==> src/verilog/ssc_consts.vh <==
// ssc_consts.vh: offsets, field positions, reset values and clock counts
// of the synchronous serial transmit block; included by every ssc_ design module.
`ifndef SSC_CONSTS_VH
`define SSC_CONSTS_VH

// register offsets on the plain register port
`define SSC_OFS_CTRL      8'h20
`define SSC_OFS_STAT      8'h21
`define SSC_OFS_BUF       8'h22

// serial_control_reg fields
`define SSC_CTRL_START    7
`define SSC_CTRL_STOP     6
`define SSC_CTRL_MODE_HI  5
`define SSC_CTRL_MODE_LO  4
`define SSC_CTRL_DIR      3
`define SSC_CTRL_SEL_HI   2
`define SSC_CTRL_SEL_LO   0
`define SSC_CTRL_RST      8'h00

// serial_status_reg fields
`define SSC_STAT_TIP      7
`define SSC_STAT_SEF      6
`define SSC_STAT_TXF      5
`define SSC_STAT_RXF      4
`define SSC_STAT_TRANSMIT_ERROR_FLAG    3
`define SSC_STAT_RXERR    2
`define SSC_STAT_RST      8'h20

// receive and transmit buffer reset values
`define SSC_BUF_RST       8'h00

// transfer modes and clock-select codes
`define SSC_MODE_TX       2'h0
`define SSC_SEL_EXT       3'h7
`define SSC_SEL_SLOWEST   3'h0

// half serial periods in core clocks (high clock) or in low-clock ticks
`define SSC_HALF_SEL0     12'h800
`define SSC_HALF_SEL1     12'h080
`define SSC_HALF_SEL2     12'h040
`define SSC_HALF_SEL3     12'h020
`define SSC_HALF_SEL4     12'h010
`define SSC_HALF_SEL5     12'h008
`define SSC_HALF_SEL6     12'h004
`define SSC_HALF_LOW      12'h008

// bits per byte
`define SSC_BITS          4'h8

`endif

==> src/verilog/ssc_serial_tx.v <==
// ssc_serial_tx: synchronous serial port, transmit side, with its
// registers, clock selection and shift engine.
// assumes a register master that keeps strobes one cycle long and never
// asks for a read and a write at once; pins are synchronous to the core.
//
// The placing of the registers and the strobed register port were decided locally.
`timescale 1ns/10ps
`include "ssc_consts.vh"

// What this block does
// - internal clock driven on pin, high when idle
// - clock codes select high or low clock divisions
// - missing data halts clock, resumes within period
// - code 111 takes clock from pin
// - shift out on falling, sample on rising
// - one bit order for both directions
// - mode 00 selects transmit only
// - progress flag rises at first falling edge
// - bits leave on falling edges in order
// - shift-count flag high from edge one to eight
// - buffer write clears empty, refill sets, request
// - internal clock waits for written data
// - internal clock loads shifter at first falling edge
// - external first falling edge loads shifter
// - byte written in time follows without gap
// - external underrun sets error, then request
// - cleared start finishes byte, then idles high
// - force stop resets start, status, buffers
// - force stop bit clears itself
// - write to full buffer is discarded
// - output held high while error set
module ssc_serial_tx
(
	input  wire        core_clk_in,
	input  wire        rstn_in,
	input  wire [7:0]  bus_addr_in,
	input  wire [7:0]  bus_wdata_in,
	input  wire        bus_wr_in,
	input  wire        bus_rd_in,
	output wire [7:0]  bus_rdata_out,
	input  wire        time_base_select_in,
	input  wire        slow_mode_in,
	input  wire        low_clock_tick_in,
	input  wire        clock_pin_in,
	output wire        clock_pin_out,
	output wire        clock_pin_oe_out,
	output wire        serial_output_pin_out,
	output wire        serial_interrupt_request_out
);

	// serial_control_reg
	reg        start_q;
	reg        force_q;
	reg  [1:0] mode_q;
	reg        dir_q;
	reg  [2:0] sel_q;

	// serial_status_reg
	reg        tip_q;
	reg        sef_q;
	reg        txf_q;
	reg        transmit_error_flag_q;

	// transmit path
	reg  [7:0] tdb_q;
	reg  [7:0] shreg_q;
	reg  [3:0] bitcnt_q;
	reg        so_q;
	reg        txf_pend_q;
	reg        irq_arm_q;
	reg        irq_q;
	reg  [7:0] rdata_q;

	wire       ext_clk;
	wire       tx_mode;
	wire       mid_byte;
	wire       need_load;
	wire       have_data;
	wire       run;
	wire       tick;
	wire       fall_raw;
	wire       rise_raw;
	wire       sck_level;
	wire       fall_ev;
	wire       rise_ev;
	wire       wr_ctrl;
	wire       wr_stat;
	wire       wr_buf;
	wire [7:0] ctrl_val;
	wire [7:0] stat_val;

	// bit that leaves the shifter first for the chosen order
	function first_bit;
		input [7:0] data;
		input       lsb_first;
		begin
			first_bit = lsb_first ? data[0] : data[7];
		end
	endfunction

	// shifter contents after one bit has left
	function [7:0] shifted;
		input [7:0] data;
		input       lsb_first;
		begin
			shifted = lsb_first ? {1'b0, data[7:1]} : {data[6:0], 1'b0};
		end
	endfunction

	// register port decode
	assign wr_ctrl = bus_wr_in & (bus_addr_in == `SSC_OFS_CTRL);
	assign wr_stat = bus_wr_in & (bus_addr_in == `SSC_OFS_STAT);
	assign wr_buf  = bus_wr_in & (bus_addr_in == `SSC_OFS_BUF);

	// mode decode and engine conditions
	// a byte boundary is either the idle count 0 or the finished count 8;
	// both ask for a fresh load at the next falling edge, which lets a
	// byte that was written in time follow the previous one with no gap.
	// bit counting goes on through an underrun, so the end of a bad byte
	// still lands on the same edge as a good one would.
	assign ext_clk   = (sel_q == `SSC_SEL_EXT);
	assign tx_mode   = (mode_q == `SSC_MODE_TX);
	assign mid_byte  = (bitcnt_q != 4'h0) & (bitcnt_q != `SSC_BITS);
	assign need_load = ~mid_byte;
	assign have_data = ~txf_q;

	// the divider runs only while a byte is in flight, the pin is low, or
	// a started transfer has data; otherwise the clock waits high
	// keeping the low level in the run term lets a low phase always finish,
	// so the pin never parks low when software is slow to refill.
	// the divider restarts from zero on each wait, which bounds the resume
	// delay to one half period plus the register stage of the tick.
	assign run = ~ext_clk & tx_mode & ~force_q
		& (~sck_level | mid_byte | (start_q & have_data));

	// serial edges reach the engine only in transmit mode
	assign fall_ev = fall_raw & tx_mode & ~force_q;
	assign rise_ev = rise_raw & tx_mode & ~force_q;

	ssc_clkdiv u_div
	(
		.core_clk_in (core_clk_in),
		.rstn_in     (rstn_in),
		.run_in      (run),
		.sel_in      (sel_q),
		.tb_sel_in   (time_base_select_in),
		.slow_in     (slow_mode_in),
		.low_tick_in (low_clock_tick_in),
		.tick_out    (tick)
	);

	ssc_sckpin u_pin
	(
		.core_clk_in (core_clk_in),
		.rstn_in     (rstn_in),
		.ext_in      (ext_clk),
		.tick_in     (tick),
		.park_in     (force_q),
		.pin_in      (clock_pin_in),
		.fall_out    (fall_raw),
		.rise_out    (rise_raw),
		.level_out   (sck_level),
		.pin_out     (clock_pin_out),
		.pin_oe_out  (clock_pin_oe_out)
	);

	// serial_control_reg; the force-stop bit lives for one cycle
	// the stop bit is seen by the engine one edge after the write and is
	// gone again one edge later, so software reading back control right
	// after a stop sees it already cleared.
	// mode, order and clock code are taken on every write; changing them
	// mid-transfer is the user's hazard and is not guarded here.
	always @(posedge core_clk_in or negedge rstn_in)
	begin
		if (!rstn_in)
		begin
			start_q <= 1'b0;
			force_q <= 1'b0;
			mode_q  <= 2'h0;
			dir_q   <= 1'b0;
			sel_q   <= 3'h0;
		end
		else if (wr_ctrl)
		begin
			// a force stop also drops the start bit at once
			start_q <= bus_wdata_in[`SSC_CTRL_START] & ~bus_wdata_in[`SSC_CTRL_STOP];
			force_q <= bus_wdata_in[`SSC_CTRL_STOP];
			mode_q  <= bus_wdata_in[`SSC_CTRL_MODE_HI:`SSC_CTRL_MODE_LO];
			dir_q   <= bus_wdata_in[`SSC_CTRL_DIR];
			sel_q   <= bus_wdata_in[`SSC_CTRL_SEL_HI:`SSC_CTRL_SEL_LO];
		end
		else if (force_q)
		begin
			force_q <= 1'b0;
			start_q <= 1'b0;
		end
	end

	// status flags, transmit buffer and shift engine
	// a force stop outranks every other event in the same cycle, so a
	// falling edge that coincides with the stop shifts nothing.
	// the buffer write and the error clear come first in the body and the
	// hardware sets after them, so a set in the same cycle wins.
	// the request is armed on one serial edge and leaves on a later one,
	// which keeps it one core clock wide whatever the serial rate.
	always @(posedge core_clk_in or negedge rstn_in)
	begin
		if (!rstn_in)
		begin
			tip_q      <= 1'b0;
			sef_q      <= 1'b0;
			txf_q      <= 1'b1;
			transmit_error_flag_q    <= 1'b0;
			tdb_q      <= `SSC_BUF_RST;
			shreg_q    <= `SSC_BUF_RST;
			bitcnt_q   <= 4'h0;
			so_q       <= 1'b1;
			txf_pend_q <= 1'b0;
			irq_arm_q  <= 1'b0;
			irq_q      <= 1'b0;
		end
		else if (force_q)
		begin
			// force stop: everything back to its reset value
			tip_q      <= 1'b0;
			sef_q      <= 1'b0;
			txf_q      <= 1'b1;
			transmit_error_flag_q    <= 1'b0;
			tdb_q      <= `SSC_BUF_RST;
			shreg_q    <= `SSC_BUF_RST;
			bitcnt_q   <= 4'h0;
			so_q       <= 1'b1;
			txf_pend_q <= 1'b0;
			irq_arm_q  <= 1'b0;
			irq_q      <= 1'b0;
		end
		else
		begin
			irq_q <= 1'b0;

			// software side first, so that hardware sets below win
			if (wr_buf && txf_q)
			begin
				tdb_q <= bus_wdata_in;
				txf_q <= 1'b0;
			end
			if (wr_stat && !bus_wdata_in[`SSC_STAT_TRANSMIT_ERROR_FLAG])
				transmit_error_flag_q <= 1'b0;

			if (fall_ev)
			begin
				// a request armed earlier leaves at this falling edge
				if (irq_arm_q)
				begin
					irq_q     <= 1'b1;
					irq_arm_q <= 1'b0;
				end
				if (need_load)
				begin
					if (start_q)
					begin
						// first edge of a byte: flags rise together
						tip_q    <= 1'b1;
						sef_q    <= 1'b1;
						bitcnt_q <= 4'h1;
						if (have_data)
						begin
							// buffer moves to the shifter; back to back
							// when the byte was already waiting
							shreg_q    <= shifted(tdb_q, dir_q);
							so_q       <= transmit_error_flag_q | first_bit(tdb_q, dir_q);
							txf_pend_q <= 1'b1;
						end
						else
						begin
							// shifting began with no new byte: underrun
							transmit_error_flag_q   <= 1'b1;
							irq_arm_q <= 1'b1;
							so_q      <= 1'b1;
						end
					end
				end
				else
				begin
					// next bit on each falling edge
					bitcnt_q <= bitcnt_q + 4'h1;
					if (bitcnt_q == `SSC_BITS - 4'h1)
						sef_q <= 1'b0;
					shreg_q <= shifted(shreg_q, dir_q);
					so_q    <= transmit_error_flag_q | first_bit(shreg_q, dir_q);
				end
			end

			// buffer becomes free at the rising edge after its load
			if (rise_ev && txf_pend_q)
			begin
				txf_q      <= 1'b1;
				txf_pend_q <= 1'b0;
				irq_arm_q  <= 1'b1;
			end

			// with start cleared, a finished byte ends the transfer
			if (bitcnt_q == `SSC_BITS && !start_q && sck_level && !fall_ev)
			begin
				tip_q    <= 1'b0;
				bitcnt_q <= 4'h0;
				so_q     <= 1'b1;
			end
		end
	end

	// register values as software sees them
	// receive flags and the unused low status bits read as zero, since
	// this block carries only the transmit side of the port.
	assign ctrl_val = {start_q, force_q, mode_q, dir_q, sel_q};
	assign stat_val = {tip_q, sef_q, txf_q, 1'b0, transmit_error_flag_q, 1'b0, 2'h0};

	// read data stand one cycle after the read strobe; the receive buffer
	// belongs to the receive side and reads as its reset value here
	always @(posedge core_clk_in or negedge rstn_in)
	begin
		if (!rstn_in)
			rdata_q <= 8'h00;
		else if (bus_rd_in)
		begin
			case (bus_addr_in)
				`SSC_OFS_CTRL: rdata_q <= ctrl_val;
				`SSC_OFS_STAT: rdata_q <= stat_val;
				`SSC_OFS_BUF:  rdata_q <= `SSC_BUF_RST;
				default:       rdata_q <= 8'h00;
			endcase
		end
		else
			rdata_q <= 8'h00;
	end

	assign bus_rdata_out                = rdata_q;
	assign serial_output_pin_out        = so_q;
	assign serial_interrupt_request_out = irq_q;

endmodule

==> src/verilog/ssc_clkdiv.v <==
// ssc_clkdiv: serial clock divider, one tick per half serial period.
// assumes the core clock is the high clock and low_tick_in is a one-cycle
// pulse per low-clock period, synchronous to the core clock.
`timescale 1ns/10ps
`include "ssc_consts.vh"

module ssc_clkdiv
(
	input  wire        core_clk_in,
	input  wire        rstn_in,
	input  wire        run_in,
	input  wire [2:0]  sel_in,
	input  wire        tb_sel_in,
	input  wire        slow_in,
	input  wire        low_tick_in,
	output reg         tick_out
);

	reg  [11:0] cnt_q;
	wire        low_src;
	wire [11:0] half;
	wire        step;

	// half period per select code; zero marks a reserved code (no clock)
	function [11:0] half_len;
		input [2:0] sel;
		input       low;
		input       slow;
		begin
			case (sel)
				3'h0:    half_len = low ? `SSC_HALF_LOW : `SSC_HALF_SEL0;
				3'h1:    half_len = slow ? 12'h000 : `SSC_HALF_SEL1;
				3'h2:    half_len = slow ? 12'h000 : `SSC_HALF_SEL2;
				3'h3:    half_len = slow ? 12'h000 : `SSC_HALF_SEL3;
				3'h4:    half_len = slow ? 12'h000 : `SSC_HALF_SEL4;
				3'h5:    half_len = slow ? 12'h000 : `SSC_HALF_SEL5;
				3'h6:    half_len = slow ? 12'h000 : `SSC_HALF_SEL6;
				default: half_len = 12'h000;
			endcase
		end
	endfunction

	assign low_src = (sel_in == `SSC_SEL_SLOWEST) & (tb_sel_in | slow_in);
	assign half    = half_len(sel_in, low_src, slow_in);
	assign step    = low_src ? low_tick_in : 1'b1;

	// count restarts whenever the clock is held, so a restart costs at most
	// one half period
	always @(posedge core_clk_in or negedge rstn_in)
	begin
		if (!rstn_in)
		begin
			cnt_q    <= 12'h000;
			tick_out <= 1'b0;
		end
		else if (!run_in || half == 12'h000)
		begin
			cnt_q    <= 12'h000;
			tick_out <= 1'b0;
		end
		else if (step)
		begin
			if (cnt_q == half - 12'h001)
			begin
				cnt_q    <= 12'h000;
				tick_out <= 1'b1;
			end
			else
			begin
				cnt_q    <= cnt_q + 12'h001;
				tick_out <= 1'b0;
			end
		end
		else
			tick_out <= 1'b0;
	end

endmodule

==> src/verilog/ssc_sckpin.v <==
// ssc_sckpin: clock pin driver and serial edge detector.
// assumes the pin input is synchronous to the core clock.
`timescale 1ns/10ps
`include "ssc_consts.vh"

module ssc_sckpin
(
	input  wire        core_clk_in,
	input  wire        rstn_in,
	input  wire        ext_in,
	input  wire        tick_in,
	input  wire        park_in,
	input  wire        pin_in,
	output wire        fall_out,
	output wire        rise_out,
	output wire        level_out,
	output wire        pin_out,
	output wire        pin_oe_out
);

	reg lvl_q;
	reg pin_q;

	// internal level toggles per tick and parks high outside transfers
	always @(posedge core_clk_in or negedge rstn_in)
	begin
		if (!rstn_in)
		begin
			lvl_q <= 1'b1;
			pin_q <= 1'b1;
		end
		else
		begin
			pin_q <= pin_in;
			if (park_in || ext_in)
				lvl_q <= 1'b1;
			else if (tick_in)
				lvl_q <= ~lvl_q;
		end
	end

	// edges come from the divider or from the pin
	assign fall_out   = ext_in ? (pin_q & ~pin_in) : (tick_in & lvl_q);
	assign rise_out   = ext_in ? (~pin_q & pin_in) : (tick_in & ~lvl_q);
	assign level_out  = ext_in ? pin_q : lvl_q;
	assign pin_out    = lvl_q;
	assign pin_oe_out = ~ext_in;

endmodule

==> config.mk <==
export PLATFORM = sky130hd
export DESIGN_NAME = ssc_serial_tx
export DESIGN_NICKNAME = d
export VERILOG_FILES = /design/src/verilog/ssc_serial_tx.v /design/src/verilog/ssc_clkdiv.v /design/src/verilog/ssc_sckpin.v
export VERILOG_INCLUDE_DIRS = /design/src /design/src/verilog
export SDC_FILE = /design/constraint.sdc
export NUM_CORES = 1
export LEC_CHECK = 0
export BUFFER_PORTS_ARGS = -buffer_cell sky130_fd_sc_hd__buf_4
export CAP_MARGIN = 20
export CORE_MARGIN = 2
export CORE_UTILIZATION = 60
export CTS_BUF_LIST = sky130_fd_sc_hd__clkbuf_4
export CTS_CLUSTER_DIAMETER = 200
export DETAILED_ROUTE_END_ITERATION = 10
export GPL_ROUTABILITY_DRIVEN = 0
export PLACE_DENSITY = 0.81
export SLEW_MARGIN = 20
export SYNTH_ARGS = -nofsm -noshare
export SYNTH_HDL_FRONTEND = slang
export SYNTH_SLANG_ARGS = --single-unit
==> constraint.sdc <==
create_clock -name core_clk_in -period 3.6 [get_ports core_clk_in]
set_input_delay 0.72 -clock core_clk_in [delete_from_list [all_inputs] [get_ports core_clk_in]]
set_output_delay 0.72 -clock core_clk_in [all_outputs]
set_load 0.01 [all_outputs]
==> summary.md, run 1 <==
The internal portion of the total power is 0.0009074 W. HPWL after detailed placement: 5.074 mm. Buffers inserted during clock tree synthesis total 9. The mean number of vias per cell works out to 6.026.

Critical path's top delay family: compound AO/OA/AOI/OAI gates. The number of enable flip-flop cells after synthesis was 0. The diode insertion count for antenna repair is 0.

Of the post-synthesis cell area, the dominant cell type holds 40.94%. The tightest min-delay check is of the primary input to async pin type. The number of nets in the finished design is 407, and the sum of overflow across all layers after global routing is 0. The signal on the critical path passes through nor2b_1, nand2_1, a21o_1, ha_1, maj3_1, a21boi_0, o221ai_1, or2_2, a21oi_4, and3_1, a221o_1. Yosys attributes the largest share of cell area to sky130_fd_sc_hd__dfrtp_1 (41%), sky130_fd_sc_hd__mux2i_1 (4.5%), sky130_fd_sc_hd__nand2_1 (3.9%). The tools report the number of DRC markers after the initial detailed-route iteration as 158. The deepest level of the CTS H-tree is 3. Count of buffers added by post-CTS timing repair for setup: 0. The post-layout instance count excluding filler cells came out at 454. STA classifies the critical path startpoint as a flop. The library cell used as clock root buffer is sky130_fd_sc_hd__clkbuf_4.

In the finished design, the share of the clock period the worst path needs comes to 88.03%. The logs give 0 for the number of nets still failing antenna checks after routing and 0 for the quantity of hold-fixing buffers added after cts. Most frequently used flop master after synthesis: sky130_fd_sc_hd__dfrtp_1.

By startpoint and endpoint, the worst setup path is classified as flop to flop. The initial utilization of the core area, before any placement, comes to 61.43%. Synthesis inferred 59 register bits. The initial antenna violation count was 0.

The logic gate share of total power is 15.1%, and the switching part of the total is 29.08%. The post-route netlist has 21.47% of its cells at a drive strength greater than 1. Setup repair after global routing left no endpoint under its margin. For the worst-skew pair, the clock arrives at the later sink with an insertion delay of 390 ps.

For the post-CTS resize count, the log shows 0. Per report_power, the clock group accounts for 27.7% of the total. The most critical setup path has its startpoint at sel_q[2]. Cell type with the largest total area after synthesis: sky130_fd_sc_hd__dfrtp_1. The tools report the worst-case headroom to the max-slew limit as 50.64%. The flow ran to the end, and the final reports show no timing, DRC or antenna violations.

Reported max-cap violation count: 0. The final max-slew violation count was 0; the part of the power in registers was 57.2%. The pre-CTS setup slack came out at 280.5 ps. The logs give 6.558 ps for the worst clock skew on the final layout and 0.005473 mm^2 for the placeable core region.

The critical-path cell with the highest stage delay was sky130_fd_sc_hd__dfrtp_1. Pin placement for this block handled 36 I/O pins. In this run the vertical extent of the chip is 78.86 um. In this run the static leakage power is 1.820 nW.

In this run the worst path has a maximum fanout of 15. STA classifies the critical path endpoint as a flop. Total of endpoints with negative setup slack in the final report: 0.

After layout, the minimum clock period comes to 3169 ps. The logs give 0.003362 mm^2 for the synthesized cell area and 3930 ps for the required arrival time at the worst endpoint. Setup total negative slack on the finished layout was measured at 0 ps. The async set-or-reset flop fraction in the synthesized netlist is 100.0%, and the upper clock frequency limit is 0.3156 GHz.

The worst register-to-register path begins at sel_q[2]. The fill cell instance count of the final layout was 442. The die covers 0.006218 mm^2.

The clock slew seen by the registers of the worst setup and hold paths was 90 ps. The largest net degree at the start of global routing was 60. For this block, the via count after detailed routing is 2736. The first global-routing pass estimated 12.52 mm of wire.

After detailed routing, the average wire length per cell comes to 16.08 um. The final critical-path setup slack was 431.0 ps; the worst-margin pin slew was 740.4 ps. Across every metal layer, demand over resource in global routing totals 25.75%. The number of hold violations in the final report is 0, and the number of global-route vias before repair is 2616.

The clock sink count is 59. The row count was 27; the count of buffering cells on the critical path with inverters included was 0. In this run the deepest clock path goes through 2 buffers.

The cell count after placement was 439. The number of nets handed over by synthesis was 369. The die boundary width is 78.86 um, and the critical path arrival is 3500 ps. The run gives 0 as the total of warnings raised by yosys. Synthesis produced a netlist whose cell count is 340. Compared with the post-synthesis result, the final layout area differs by 12.43%.

The maximum single-stage delay on the critical path is 640 ps, and the count of unresolved DRC violations after routing is 0. The worst-case vdd ir drop is 228.1 uV. TritonCTS built the clock tree. The first detailed-routing pass took 6 iterations. Summing the sequential cell areas from Yosys gives 44.06% of the chip area. The netlist uses 64 different library cells.

A synthesized cell averages 9.888 um^2. The routed design has 7.300 mm of wire. The analysis attributes to net switching a power of 0.0003721 W. The ratio of total power to cell area is 338.5 mW/mm^2, and the port buffer count is 35.
-- stage by stage --
stage / hold WS, ps / util (%) / power (W) / area [um^2]
finish: 385.8 / 69.07 / 0.001280 / 3780
floorplan: 424.4 / - / 0.0008617 / 3362
detailed placement: 472.1 / 67.33 / 0.0009368 / 3685
CTS: 406.9 / 69.00 / 0.001287 / 3776
global placement: 468.5 / 67.33 / 0.0009302 / 3685
global route: 417.4 / 69.07 / 0.001349 / 3780
-- final timing paths --
| check | to | slack [ps] | cells after the start |
|---|---|---|---|
| max | u_div.cnt_q[10] | 430 | 11 |
| min | bus_rdata_out[0] | 390 | 1 |
| max reg2reg | u_div.cnt_q[10] | 430 | 11 |
| min reg2reg | shreg_q[4] | 490 | 2 |
| max in group asynchronous | tdb_q[4] | 2730 | 1 |
| min in group core_clk_in | u_pin.pin_q | 460 | 1 |
-- power groups by stage --
| stage | Combinational [W] | Clock (W) | Sequential [W] |
|---|---|---|---|
| floorplan | 0.000132 | 0 | 0.000730 |
| global placement | 0.000188 | 0 | 0.000742 |
| detailed placement | 0.000193 | 0 | 0.000744 |
| CTS | 0.000195 | 0.000361 | 0.000731 |
| global route | 0.000219 | 0.000392 | 0.000738 |
| finish | 0.000194 | 0.000354 | 0.000732 |
-- cell usage after synthesis (3+ instances only) --
cell and instances:
sky130_fd_sc_hd__o21ai_0 15, sky130_fd_sc_hd__a31oi_1 3, sky130_fd_sc_hd__inv_1 10, sky130_fd_sc_hd__buf_2 3, sky130_fd_sc_hd__a21o_1 6, sky130_fd_sc_hd__nor2_1 30
sky130_fd_sc_hd__and3_1 13, sky130_fd_sc_hd__nor3_1 9, sky130_fd_sc_hd__o41ai_1 4, sky130_fd_sc_hd__ha_1 5, sky130_fd_sc_hd__nand3b_1 7, sky130_fd_sc_hd__nand2b_1 4
sky130_fd_sc_hd__a22oi_1 4, sky130_fd_sc_hd__nand3_1 13, sky130_fd_sc_hd__dfrtp_1 55, sky130_fd_sc_hd__a21oi_1 8, sky130_fd_sc_hd__o31ai_1 3, sky130_fd_sc_hd__a221o_1 3
sky130_fd_sc_hd__clkbuf_1 6, sky130_fd_sc_hd__a22o_1 5, sky130_fd_sc_hd__nand2_1 35, sky130_fd_sc_hd__dfstp_2 4, sky130_fd_sc_hd__mux2_2 9, sky130_fd_sc_hd__and2_1 4
sky130_fd_sc_hd__mux2i_1 15, sky130_fd_sc_hd__xor2_1 6, sky130_fd_sc_hd__or2_2 4, sky130_fd_sc_hd__nor2b_1 9
-- final cells by class --
class | count | area (um^2) | share of cell area (%)
inverter | 10 | 37.54 | 0.9930
multi-input combinational | 256 | 1764 | 46.67
timing repair buffer | 42 | 315.3 | 8.342
clock buffer | 9 | 67.56 | 1.787
sequential | 59 | 1481 | 39.19
tap | 72 | 90.09 | 2.383
clock inverter | 6 | 23.77 | 0.6289
-- registers in the layout, indices dropped and copies added, names as in the netlist, 2 cells and up --
register	flops
u_div.cnt_q	12
shreg_q	8
sel_q	3
mode_q	2
bitcnt_q	4
tdb_q	8
bus_rdata_out	8
-- cell families (layout without fill, tap and decap cells) --
kind of cell               Yosys count  in the layout  synth area share [%]
and+or+nand+nor                    148            148                 24.08
adders and majority gates            6              6                 2.159
DFF                                 59             59                 44.06
muxes                               25             25                 8.150
xor gates and xnor gates             7              7                 1.824
buffers and inverters               25             67                 3.573
AOI/OAI and AO/OA                   70             70                 16.15
-- layer usage --
metal  share of wire [%]  GRT usage [%]  routed length (um)  up-vias
li1                    -              -                   -     1318
met1                  46          35.63                3360     1315
met2                  47          40.85                3448       87
met3                 4.6          4.318                 333       16
met4                 2.2          10.17                 157        0
met5                   0              0                   0        -
-- placed cells by master (no fill, tap or decap), drive strengths merged, types with 10 or more instances in the layout --
cell type and instances:
and3 13, buf 42, dfrtp 55, inv 10, mux2i 15, nand2 35
nand3 14, nor2 30, nor3 11, o21ai 15
No activity file was read; power rests on OpenSTA's default activity.
==> inputs of run 2 (changes only) <==
--- a/config.mk
+++ b/config.mk
@@ -6,6 +6,7 @@
 export SDC_FILE = /design/constraint.sdc
 export NUM_CORES = 1
 export LEC_CHECK = 0
+export ABC_AREA = 1
 export BUFFER_PORTS_ARGS = -buffer_cell sky130_fd_sc_hd__buf_4
 export CAP_MARGIN = 20
 export CORE_MARGIN = 2
==> summary.md, run 2 <==
The flow ran to the end, and the final reports show no timing, DRC or antenna violations. The run gives 1080 ps (was 430 ps) as the register-to-register setup slack. Series of cell instances along the critical path: nor2_4, nand3_2, nand2_1, inv_1, ha_1, nand2_1, nand2_1, nor2_1, nand2_1, nor2_1, nand2_1, nor2_1, nand2_1, o21ai_0, nand2_1 (was nor2b_1, nand2_1, a21o_1, ha_1, maj3_1, a21boi_0, o221ai_1, or2_2, a21oi_4, and3_1, a221o_1). The critical path arrival came out at 2820 ps (was 3500 ps). The highest net fanout along the worst path is 12 (was 15). Sort of element at the end of the critical path: a flop (unchanged). The area used by sequential logic in the layout was 0.001481 mm^2 (unchanged). Cell types with the highest counts after synthesis: sky130_fd_sc_hd__nand2_1 (117), sky130_fd_sc_hd__inv_1 (56), sky130_fd_sc_hd__dfrtp_1 (55) (was sky130_fd_sc_hd__dfrtp_1 (55), sky130_fd_sc_hd__nand2_1 (35), sky130_fd_sc_hd__nor2_1 (30)).

Detail-routed net length per standard cell: 13.86 um (was 16.08 um). The register containing the most flip-flops in the final layout was u_div.cnt_q (unchanged). For the final max-slew violation count, the log shows 0 (unchanged). The worst-margin pin slew is 769.8 ps (was 740.4 ps), and the count of unresolved DRC violations after routing is 0 (unchanged). The final worst-path cycle share was 70.09% (was 88.03%); the clock insertion delay at the later pin of the skew report was 420 ps (was 390 ps).

The tools report the deepest level of the CTS H-tree as 3 (unchanged). The launching element type of the critical path is a flop (unchanged). The area growth from synthesis to layout was 12.09% (was 12.43%). The logs give 3182 (was 2736) for the vias after detailed routing and 27.24% (was 25.75%) for the total global-route track usage. In this design, the critical path's most frequently occurring cell is sky130_fd_sc_hd__nand2_1. The portion of the post-synthesis area used by sequential elements was 42.87% (was 44.06%). The register bit total from synthesis was 59 (unchanged); the initial antenna violation count was 0 (unchanged). Fill cell instance count of the final layout: 452 (was 442).

The required arrival time at the worst endpoint was 3900 ps (was 3930 ps). The worst-case headroom to the max-slew limit was 48.68% (was 50.64%). The number of flip-flops under the largest register name is 12 (unchanged). Most frequent cell after synthesis: sky130_fd_sc_hd__nand2_1 (was sky130_fd_sc_hd__dfrtp_1). The clock sink count is 59 (unchanged), and the number of DRC markers after the initial detailed-route iteration is 322 (was 158). The logs give 1.972 nW (was 1.820 nW) for the static leakage power and 259.5 uV (was 228.1 uV) for the worst-case vdd ir drop. The largest net degree at the start of global routing was 60 (unchanged); the async set-or-reset flop fraction in the synthesized netlist was 100.0% (unchanged). The number of distinct library cells after synthesis came out at 39 (was 64). The total of warnings raised by yosys came out at 0 (unchanged). The post-CTS resize count came out at 0 (unchanged).

The logs give 27 (unchanged) for the row count and 0 (unchanged) for the count of buffers added by post-CTS timing repair for setup. The path class of the lowest-slack min-delay path was primary input to async pin (unchanged). The count of buffering cells on the critical path with inverters included came out at 1 (was 0).

The sum of overflow across all layers after global routing was 0 (unchanged); the final critical delay including setup and external delays was 2523 ps (was 3169 ps). The port buffer count is 35 (unchanged), and the placeable core region is 0.005540 mm^2 (was 0.005473 mm^2). The tools report the number of nets in the finished design as 522 (was 407).

Class of the most critical setup path: flop to flop (unchanged). The proportion of netlist area held by the largest area contributor came out at 39.83% (was 40.94%). The maximum single-stage delay on the critical path was 510 ps (was 640 ps); the initial cell density of the core was 62.38% (was 61.43%). The run gives 0 (unchanged) as the quantity of hold-fixing buffers added after cts. Setup repair after global routing left no endpoint under its margin. The number of top-level design ports is 36 (unchanged), and the number of enable flip-flop cells after synthesis is 0 (unchanged). The endpoint of the worst register-to-register path is u_div.cnt_q[0] (was u_div.cnt_q[10]). TritonCTS built the clock tree.

The ratio of total power to cell area is 366.1 mW/mm^2 (was 338.5 mW/mm^2). Library cell used as clock root buffer: sky130_fd_sc_hd__clkbuf_4 (unchanged). The critical path's top delay family was simple AND/OR/NAND/NOR gates (was compound AO/OA/AOI/OAI gates). The first-pass GRT wire length was 13.49 mm (was 12.52 mm).

For the multi-input logic area, the log shows 0.001668 mm^2 (was 0.001764 mm^2). The die boundary width works out to 79.89 um (was 78.86 um). Reported max-cap violation count: 0 (unchanged).

Highest-count cells in the layout ignoring fill and taps: sky130_fd_sc_hd__nand2_1 (117), sky130_fd_sc_hd__inv_1 (56), sky130_fd_sc_hd__dfrtp_1 (55) (was sky130_fd_sc_hd__dfrtp_1 (55), sky130_fd_sc_hd__buf_4 (42), sky130_fd_sc_hd__nand2_1 (35)). The run gives 486 (was 369) as the post-synthesis net count. Clock slew seen by the registers of the worst setup and hold paths: 110 ps (was 90 ps).

The critical-path cell with the highest stage delay was sky130_fd_sc_hd__dfrtp_1 (unchanged). Most area-consuming cells after synthesis: sky130_fd_sc_hd__dfrtp_1 (40%), sky130_fd_sc_hd__nand2_1 (13%), sky130_fd_sc_hd__inv_1 (6.1%) (was sky130_fd_sc_hd__dfrtp_1 (41%), sky130_fd_sc_hd__mux2i_1 (4.5%), sky130_fd_sc_hd__nand2_1 (3.9%)). Cell type with the largest total area after synthesis: sky130_fd_sc_hd__dfrtp_1 (unchanged).

The logs give 2924 (was 2616) for the number of global-route vias before repair and 0.006382 mm^2 (was 0.006218 mm^2) for the die footprint. The synthesized cell area was 0.003456 mm^2 (was 0.003362 mm^2). The height of the chip is 79.89 um (was 78.86 um), and the total detailed-routing wirelength is 7.903 mm (was 7.300 mm).

Post-route setup TNS: 0 ps (unchanged). For the worst clock skew on the final layout, the log shows 17.54 ps (was 6.558 ps). The number of hold violations in the final report is 0 (unchanged).

The run gives 9 (unchanged) as the number of buffers created by CTS. The startpoint of the worst register-to-register path was sel_q[1] (was sel_q[2]). The tools report the HPWL after detailed placement as 5.592 mm (was 5.074 mm).

Most frequently used flop master after synthesis: sky130_fd_sc_hd__dfrtp_1 (unchanged). Number of nets still failing antenna checks after routing: 0 (unchanged). The run gives 5 (was 6) as the count of TritonRoute iterations in the first routing pass. The tools report the final core utilization as 69.92% (was 69.07%). The post-synthesis area per instance came out at 7.562 um^2 (was 9.888 um^2). The number of standard cells after synthesis is 457 (was 340), and the upper clock frequency limit is 0.3963 GHz (was 0.3156 GHz). The number of cell instances on the worst register-to-register path is 15 (was 11). The deepest clock path buffer count is 2 (unchanged), and the layout cell share with drive strength beyond 1 is 15.66% (was 21.47%).

The diode insertion count for antenna repair was 0 (unchanged); the mean number of vias per cell was 5.582 (was 6.026). The total of endpoints with negative setup slack in the final report is 0 (unchanged). The most common library cell in the layout ignoring fill and taps was sky130_fd_sc_hd__nand2_1 (was sky130_fd_sc_hd__dfrtp_1).
run 2: cell families after synthesis:
| family | after synthesis | synth area share, % |
|---|---|---|
| xor+xnor | 7 | 1.774 |
| mux | 6 | 1.738 |
| simple gates | 231 | 30.59 |
| flops | 59 | 42.87 |
| buf+inv | 73 | 8.870 |
| fa+ha+maj | 5 | 1.810 |
| compound gates | 76 | 12.35 |
run 2: final cells by class:
type,instances,area share [%]
timing repair buffer,36,6.977
inverter,62,6.008
tap,72,2.326
multi-input combinational,325,43.06
clock inverter,6,1.453
sequential,59,38.24
clock buffer,10,1.938
run 2: power breakdown:
group	internal, W	switching (W)	total (W)
registers	0.000696	0.0000383	0.000734
logic	0.0000806	0.000138	0.000219
clock network	0.000214	0.000252	0.000466
run 2: how the worst max path moves through the flow:
stage                             from               to  slack [ps]  depth (start not counted)
after floorplan           slow_mode_in  u_div.cnt_q[10]        1340                         16
after global placement    slow_mode_in  u_div.cnt_q[11]         940                         16
after detailed placement  slow_mode_in   u_div.cnt_q[0]         830                         16
after CTS                     sel_q[1]   u_div.cnt_q[0]        1100                         15
after global routing          sel_q[1]  u_div.cnt_q[11]         810                         15
final                         sel_q[1]   u_div.cnt_q[0]        1080                         15
run 2: worst register-to-register path: stages (launching register included):
cell and delay (ps):
sky130_fd_sc_hd__dfrtp_1 510, sky130_fd_sc_hd__nor2_4 220, sky130_fd_sc_hd__nand3_2 130, sky130_fd_sc_hd__nand2_1 70, sky130_fd_sc_hd__inv_1 60, sky130_fd_sc_hd__ha_1 280, sky130_fd_sc_hd__nand2_1 70, sky130_fd_sc_hd__nand2_1 50
sky130_fd_sc_hd__nor2_1 90, sky130_fd_sc_hd__nand2_1 60, sky130_fd_sc_hd__nor2_1 90, sky130_fd_sc_hd__nand2_1 70, sky130_fd_sc_hd__nor2_1 110, sky130_fd_sc_hd__nand2_1 260, sky130_fd_sc_hd__o21ai_0 260, sky130_fd_sc_hd__nand2_1 70
run 2: routing by layer:
layer	share of wire, %	track usage (%)	vias to the layer above
met5	0	0	-
met4	1.9	11.53	0
met3	6.2	4.638	17
met2	45	42.00	119
met1	47	37.91	1469
li1	-	-	1577
run 2: metrics by stage:
| stage | power, W | cell area [um^2] | cells | setup WS (ps) | hold slack, ps |
|---|---|---|---|---|---|
| 4_1_cts | 0.001418 | 3874 | 570 | 1100 | 375.0 |
| 5_1_grt | 0.001478 | 3874 | 570 | 806.1 | 417.0 |
| 2_1_floorplan | 0.0008856 | 3456 | 457 | 1339 | 424.4 |
| 3_3_place_gp | 0.0009523 | 3742 | 554 | 939.9 | 481.8 |
| 6_report | 0.001418 | 3874 | 570 | 1077 | 344.7 |
| 3_5_place_dp | 0.0009609 | 3742 | 554 | 828.6 | 489.6 |
==> inputs of run 3 (changes only) <==
--- a/config.mk
+++ b/config.mk
@@ -10,12 +10,12 @@
 export BUFFER_PORTS_ARGS = -buffer_cell sky130_fd_sc_hd__buf_4
 export CAP_MARGIN = 20
 export CORE_MARGIN = 2
-export CORE_UTILIZATION = 60
+export CORE_UTILIZATION = 55
 export CTS_BUF_LIST = sky130_fd_sc_hd__clkbuf_4
 export CTS_CLUSTER_DIAMETER = 200
 export DETAILED_ROUTE_END_ITERATION = 10
 export GPL_ROUTABILITY_DRIVEN = 0
-export PLACE_DENSITY = 0.81
+export PLACE_DENSITY = 0.78
 export SLEW_MARGIN = 20
 export SYNTH_ARGS = -nofsm -noshare
 export SYNTH_HDL_FRONTEND = slang
==> constraint.sdc (replaced) <==
create_clock -name core_clk_in -period 2.3 [get_ports core_clk_in]
set_input_delay 0.46 -clock core_clk_in [delete_from_list [all_inputs] [get_ports core_clk_in]]
set_output_delay 0.46 -clock core_clk_in [all_outputs]
set_load 0.01 [all_outputs]
==> summary.md, run 3 (synthesized netlist as in run 2, its figures left out) <==
The highest net fanout along the worst path works out to 7 (was 12). The launching element type of the critical path was a flop (unchanged). The run gives 0.4783 GHz (was 0.3963 GHz) as the upper clock frequency limit. The deepest clock path buffer count was 2 (unchanged).

The path class of the lowest-slack min-delay path is primary input to async pin (unchanged). The mean number of vias per cell came out at 5.581 (was 5.582). The total of endpoints with negative setup slack in the final report is 0 (unchanged), and the worst clock skew on the final layout is 10.30 ps (was 17.54 ps).

The clock slew seen by the registers of the worst setup and hold paths is 100 ps (was 110 ps). Die footprint: 0.006933 mm^2 (was 0.006382 mm^2). The sort of element at the end of the critical path was a flop (unchanged). Highest-count cells in the layout ignoring fill and taps: sky130_fd_sc_hd__nand2_1 (117), sky130_fd_sc_hd__inv_1 (55), sky130_fd_sc_hd__dfrtp_1 (53) (was sky130_fd_sc_hd__nand2_1 (117), sky130_fd_sc_hd__inv_1 (56), sky130_fd_sc_hd__dfrtp_1 (55)).

The logs give 50.53% (was 48.68%) for the worst-case headroom to the max-slew limit and 3 (unchanged) for the deepest level of the CTS H-tree. The tools report the clock insertion delay at the later pin of the skew report as 410 ps (was 420 ps). The logs give 0 (unchanged) for the reported max-cap violation count and 53.1% (was 51.8%) for the part of the power in registers.

The run gives 14.03 mm (was 13.49 mm) as the first-pass GRT wire length. TritonCTS built the clock tree. Most common library cell in the layout ignoring fill and taps: sky130_fd_sc_hd__nand2_1 (unchanged). The run gives 0.005991 mm^2 (was 0.005540 mm^2) as the placeable core region. The flow ran to the end, and the final reports show no timing, DRC or antenna violations. The worst-margin pin slew was 742.0 ps (was 769.8 ps). Layout cell share with drive strength beyond 1: 20.23% (was 15.66%). The tools report the initial cell density of the core as 57.69% (was 62.38%). Critical-path cell with the highest stage delay: sky130_fd_sc_hd__dfrtp_2 (was sky130_fd_sc_hd__dfrtp_1). The quantity of hold-fixing buffers added after cts was 0 (unchanged); the logic gate share of total power was 17.5% (was 15.4%). Number of hold violations in the final report: 0 (unchanged).

The die boundary width was 83.27 um (was 79.89 um); the area growth from synthesis to layout was 16.40% (was 12.09%). The count of unresolved DRC violations after routing came out at 0 (unchanged). The most repeated library cell on the critical path is sky130_fd_sc_hd__nand2_1 (unchanged). The final core utilization came out at 67.15% (was 69.92%). The height of the chip works out to 83.27 um (was 79.89 um).

The switching part of the total was 30.90% (was 30.20%); the final critical delay including setup and external delays was 2091 ps (was 2523 ps). Setup repair after global routing left no endpoint under its margin. The number of flip-flops under the largest register name is 12 (unchanged).

The count of TritonRoute iterations in the first routing pass came out at 5 (unchanged). The number of nets still failing antenna checks after routing came out at 0 (unchanged). Maximum single-stage delay on the critical path: 460 ps (was 510 ps).

The tools report the final max-slew violation count as 0 (unchanged). The run gives 59 (unchanged) as the clock sink count. The internal portion of total power was 0.001483 W (was 0.0009900 W); the number of top-level design ports was 36 (unchanged).

Series of cell instances along the critical path: nor2_4, nand3_2, nand2_1, inv_2, ha_4, nor2_1, nor2_1, nand2_1, nor2_1, nand2_1, nor2_1, nand2_1, buf_6, o21ai_2, nand2_1 (was nor2_4, nand3_2, nand2_1, inv_1, ha_1, nand2_1, nand2_1, nor2_1, nand2_1, nor2_1, nand2_1, nor2_1, nand2_1, o21ai_0, nand2_1). The run gives 0 ps (unchanged) as the post-route setup TNS. The logs give 0 (unchanged) for the initial antenna violation count and 9 (unchanged) for the number of buffers created by CTS.

The vias after detailed routing is 3287 (was 3182). The sum of overflow across all layers after global routing is 0 (unchanged), and the largest net degree at the start of global routing is 60 (unchanged). Register containing the most flip-flops in the final layout: u_div.cnt_q (unchanged). The tools report the HPWL after detailed placement as 5.921 mm (was 5.592 mm). The row count was 28 (was 27). The logs give 573 (was 554) for the cell count after placement and 8.135 mm (was 7.903 mm) for the total detailed-routing wirelength. The class of the most critical setup path is flop to flop (unchanged).

The run gives 0 (unchanged) as the diode insertion count for antenna repair. The run gives 252 (was 322) as the number of DRC markers after the initial detailed-route iteration. The tools report the number of global-route vias before repair as 3022 (was 2924).

The worst-case vdd ir drop is 389.7 uV (was 259.5 uV). The tools report the critical path arrival as 2390 ps (was 2820 ps). The ratio of total power to cell area is 533.7 mW/mm^2 (was 366.1 mW/mm^2), and the power dissipated by switching net loads is 0.0006633 W (was 0.0004283 W).

The library cell used as clock root buffer was sky130_fd_sc_hd__clkbuf_4 (unchanged). The startpoint of the worst register-to-register path was sel_q[0] (was sel_q[1]). The post-layout instance count excluding filler cells is 589 (was 570), and the static leakage power is 2.042 nW (was 1.972 nW). The number of nets in the finished design is 538 (was 522).

Launch point of the critical path: sel_q[0] (was sel_q[1]). The detail-routed net length per standard cell is 13.81 um (was 13.86 um), and the final worst-path cycle share is 90.89% (was 70.09%). The tools report the part of the total power dissipated in the clock network as 29.3% (was 32.8%). The port buffer count is 35 (unchanged), and the required arrival time at the worst endpoint is 2600 ps (was 3900 ps). Total global-route track usage: 24.82% (was 27.24%).
==> run 3: cell types whose count changed in the layout (fill, tap and decap cells not counted), sizes merged <==
cell      delta
bufinv       -1
clkbuf       +2
clkinvlp     -1
buf         +16
==> run 3: area by class of cell <==
class                           count  area, um^2
Multi-Input combinational cell    325        1707
Inverter                           62       232.7
Timing Repair Buffer               52       397.9
Clock buffer                       12       90.09
Tap cell                           75       93.84
Clock inverter                      4       17.52
Fill cell                         513        1968
Sequential cell                    59        1484
==> run 3: path summary, 6_finish.rpt <==
check,depth (start not counted),slack (ps),end
max reg2reg,15,210,u_div.cnt_q[5]
max in group asynchronous,1,1670,sel_q[1]
min reg2reg,2,500,serial_interrupt_request_out
min in group core_clk_in,1,160,u_pin.pin_q
max,15,210,u_div.cnt_q[5]
min,1,90,tip_q
==> run 3: metrics by stage <==
step	setup WS, ps	power, W	hold WS (ps)	area (um^2)
after floorplan	202.0	0.001386	164.4	3456
after global placement	45.49	0.001506	479.7	3866
after detailed placement	11.17	0.001518	485.5	3866
after CTS	138.2	0.002129	132.6	3974
after global routing	0.1550	0.002270	152.8	4023
final	209.5	0.002147	94.93	4023
==> run 3: per-layer routing <==
metal  vias up  global-route usage, %  part of all wire, %  routed length [um]
li1       1609                      -                    -                   -
met1      1560                  33.81                   46                3714
met2        99                  39.15                   46                3778
met3        19                  5.169                  5.8                 470
met4         0                  9.240                  2.1                 172
met5         -                      0                    0                   0
==> run 3: worst max-delay path, delay by kind of cell (launching register included) <==
kind | cells | cell delay (ps)
buf+inv | 2 | 200
flops | 1 | 460
fa+ha+maj | 1 | 260
compound gates | 1 | 130
simple gates | 11 | 920
==> run 3: timing repair <==
action / 4_1_cts / 5_1_grt
resized for setup: 0 / 15
buffers inserted: 0 / 0
setup endpoints to repair: 0 / 13
==> run 3: power by group through the flow <==
stage                     Clock, W  Combinational [W]  Sequential [W]
after floorplan                  0           0.000238         0.00115
after global placement           0           0.000350         0.00116
after detailed placement         0           0.000358         0.00116
after CTS                 0.000630           0.000360         0.00114
after global routing      0.000688           0.000433         0.00115
final                     0.000629           0.000376         0.00114
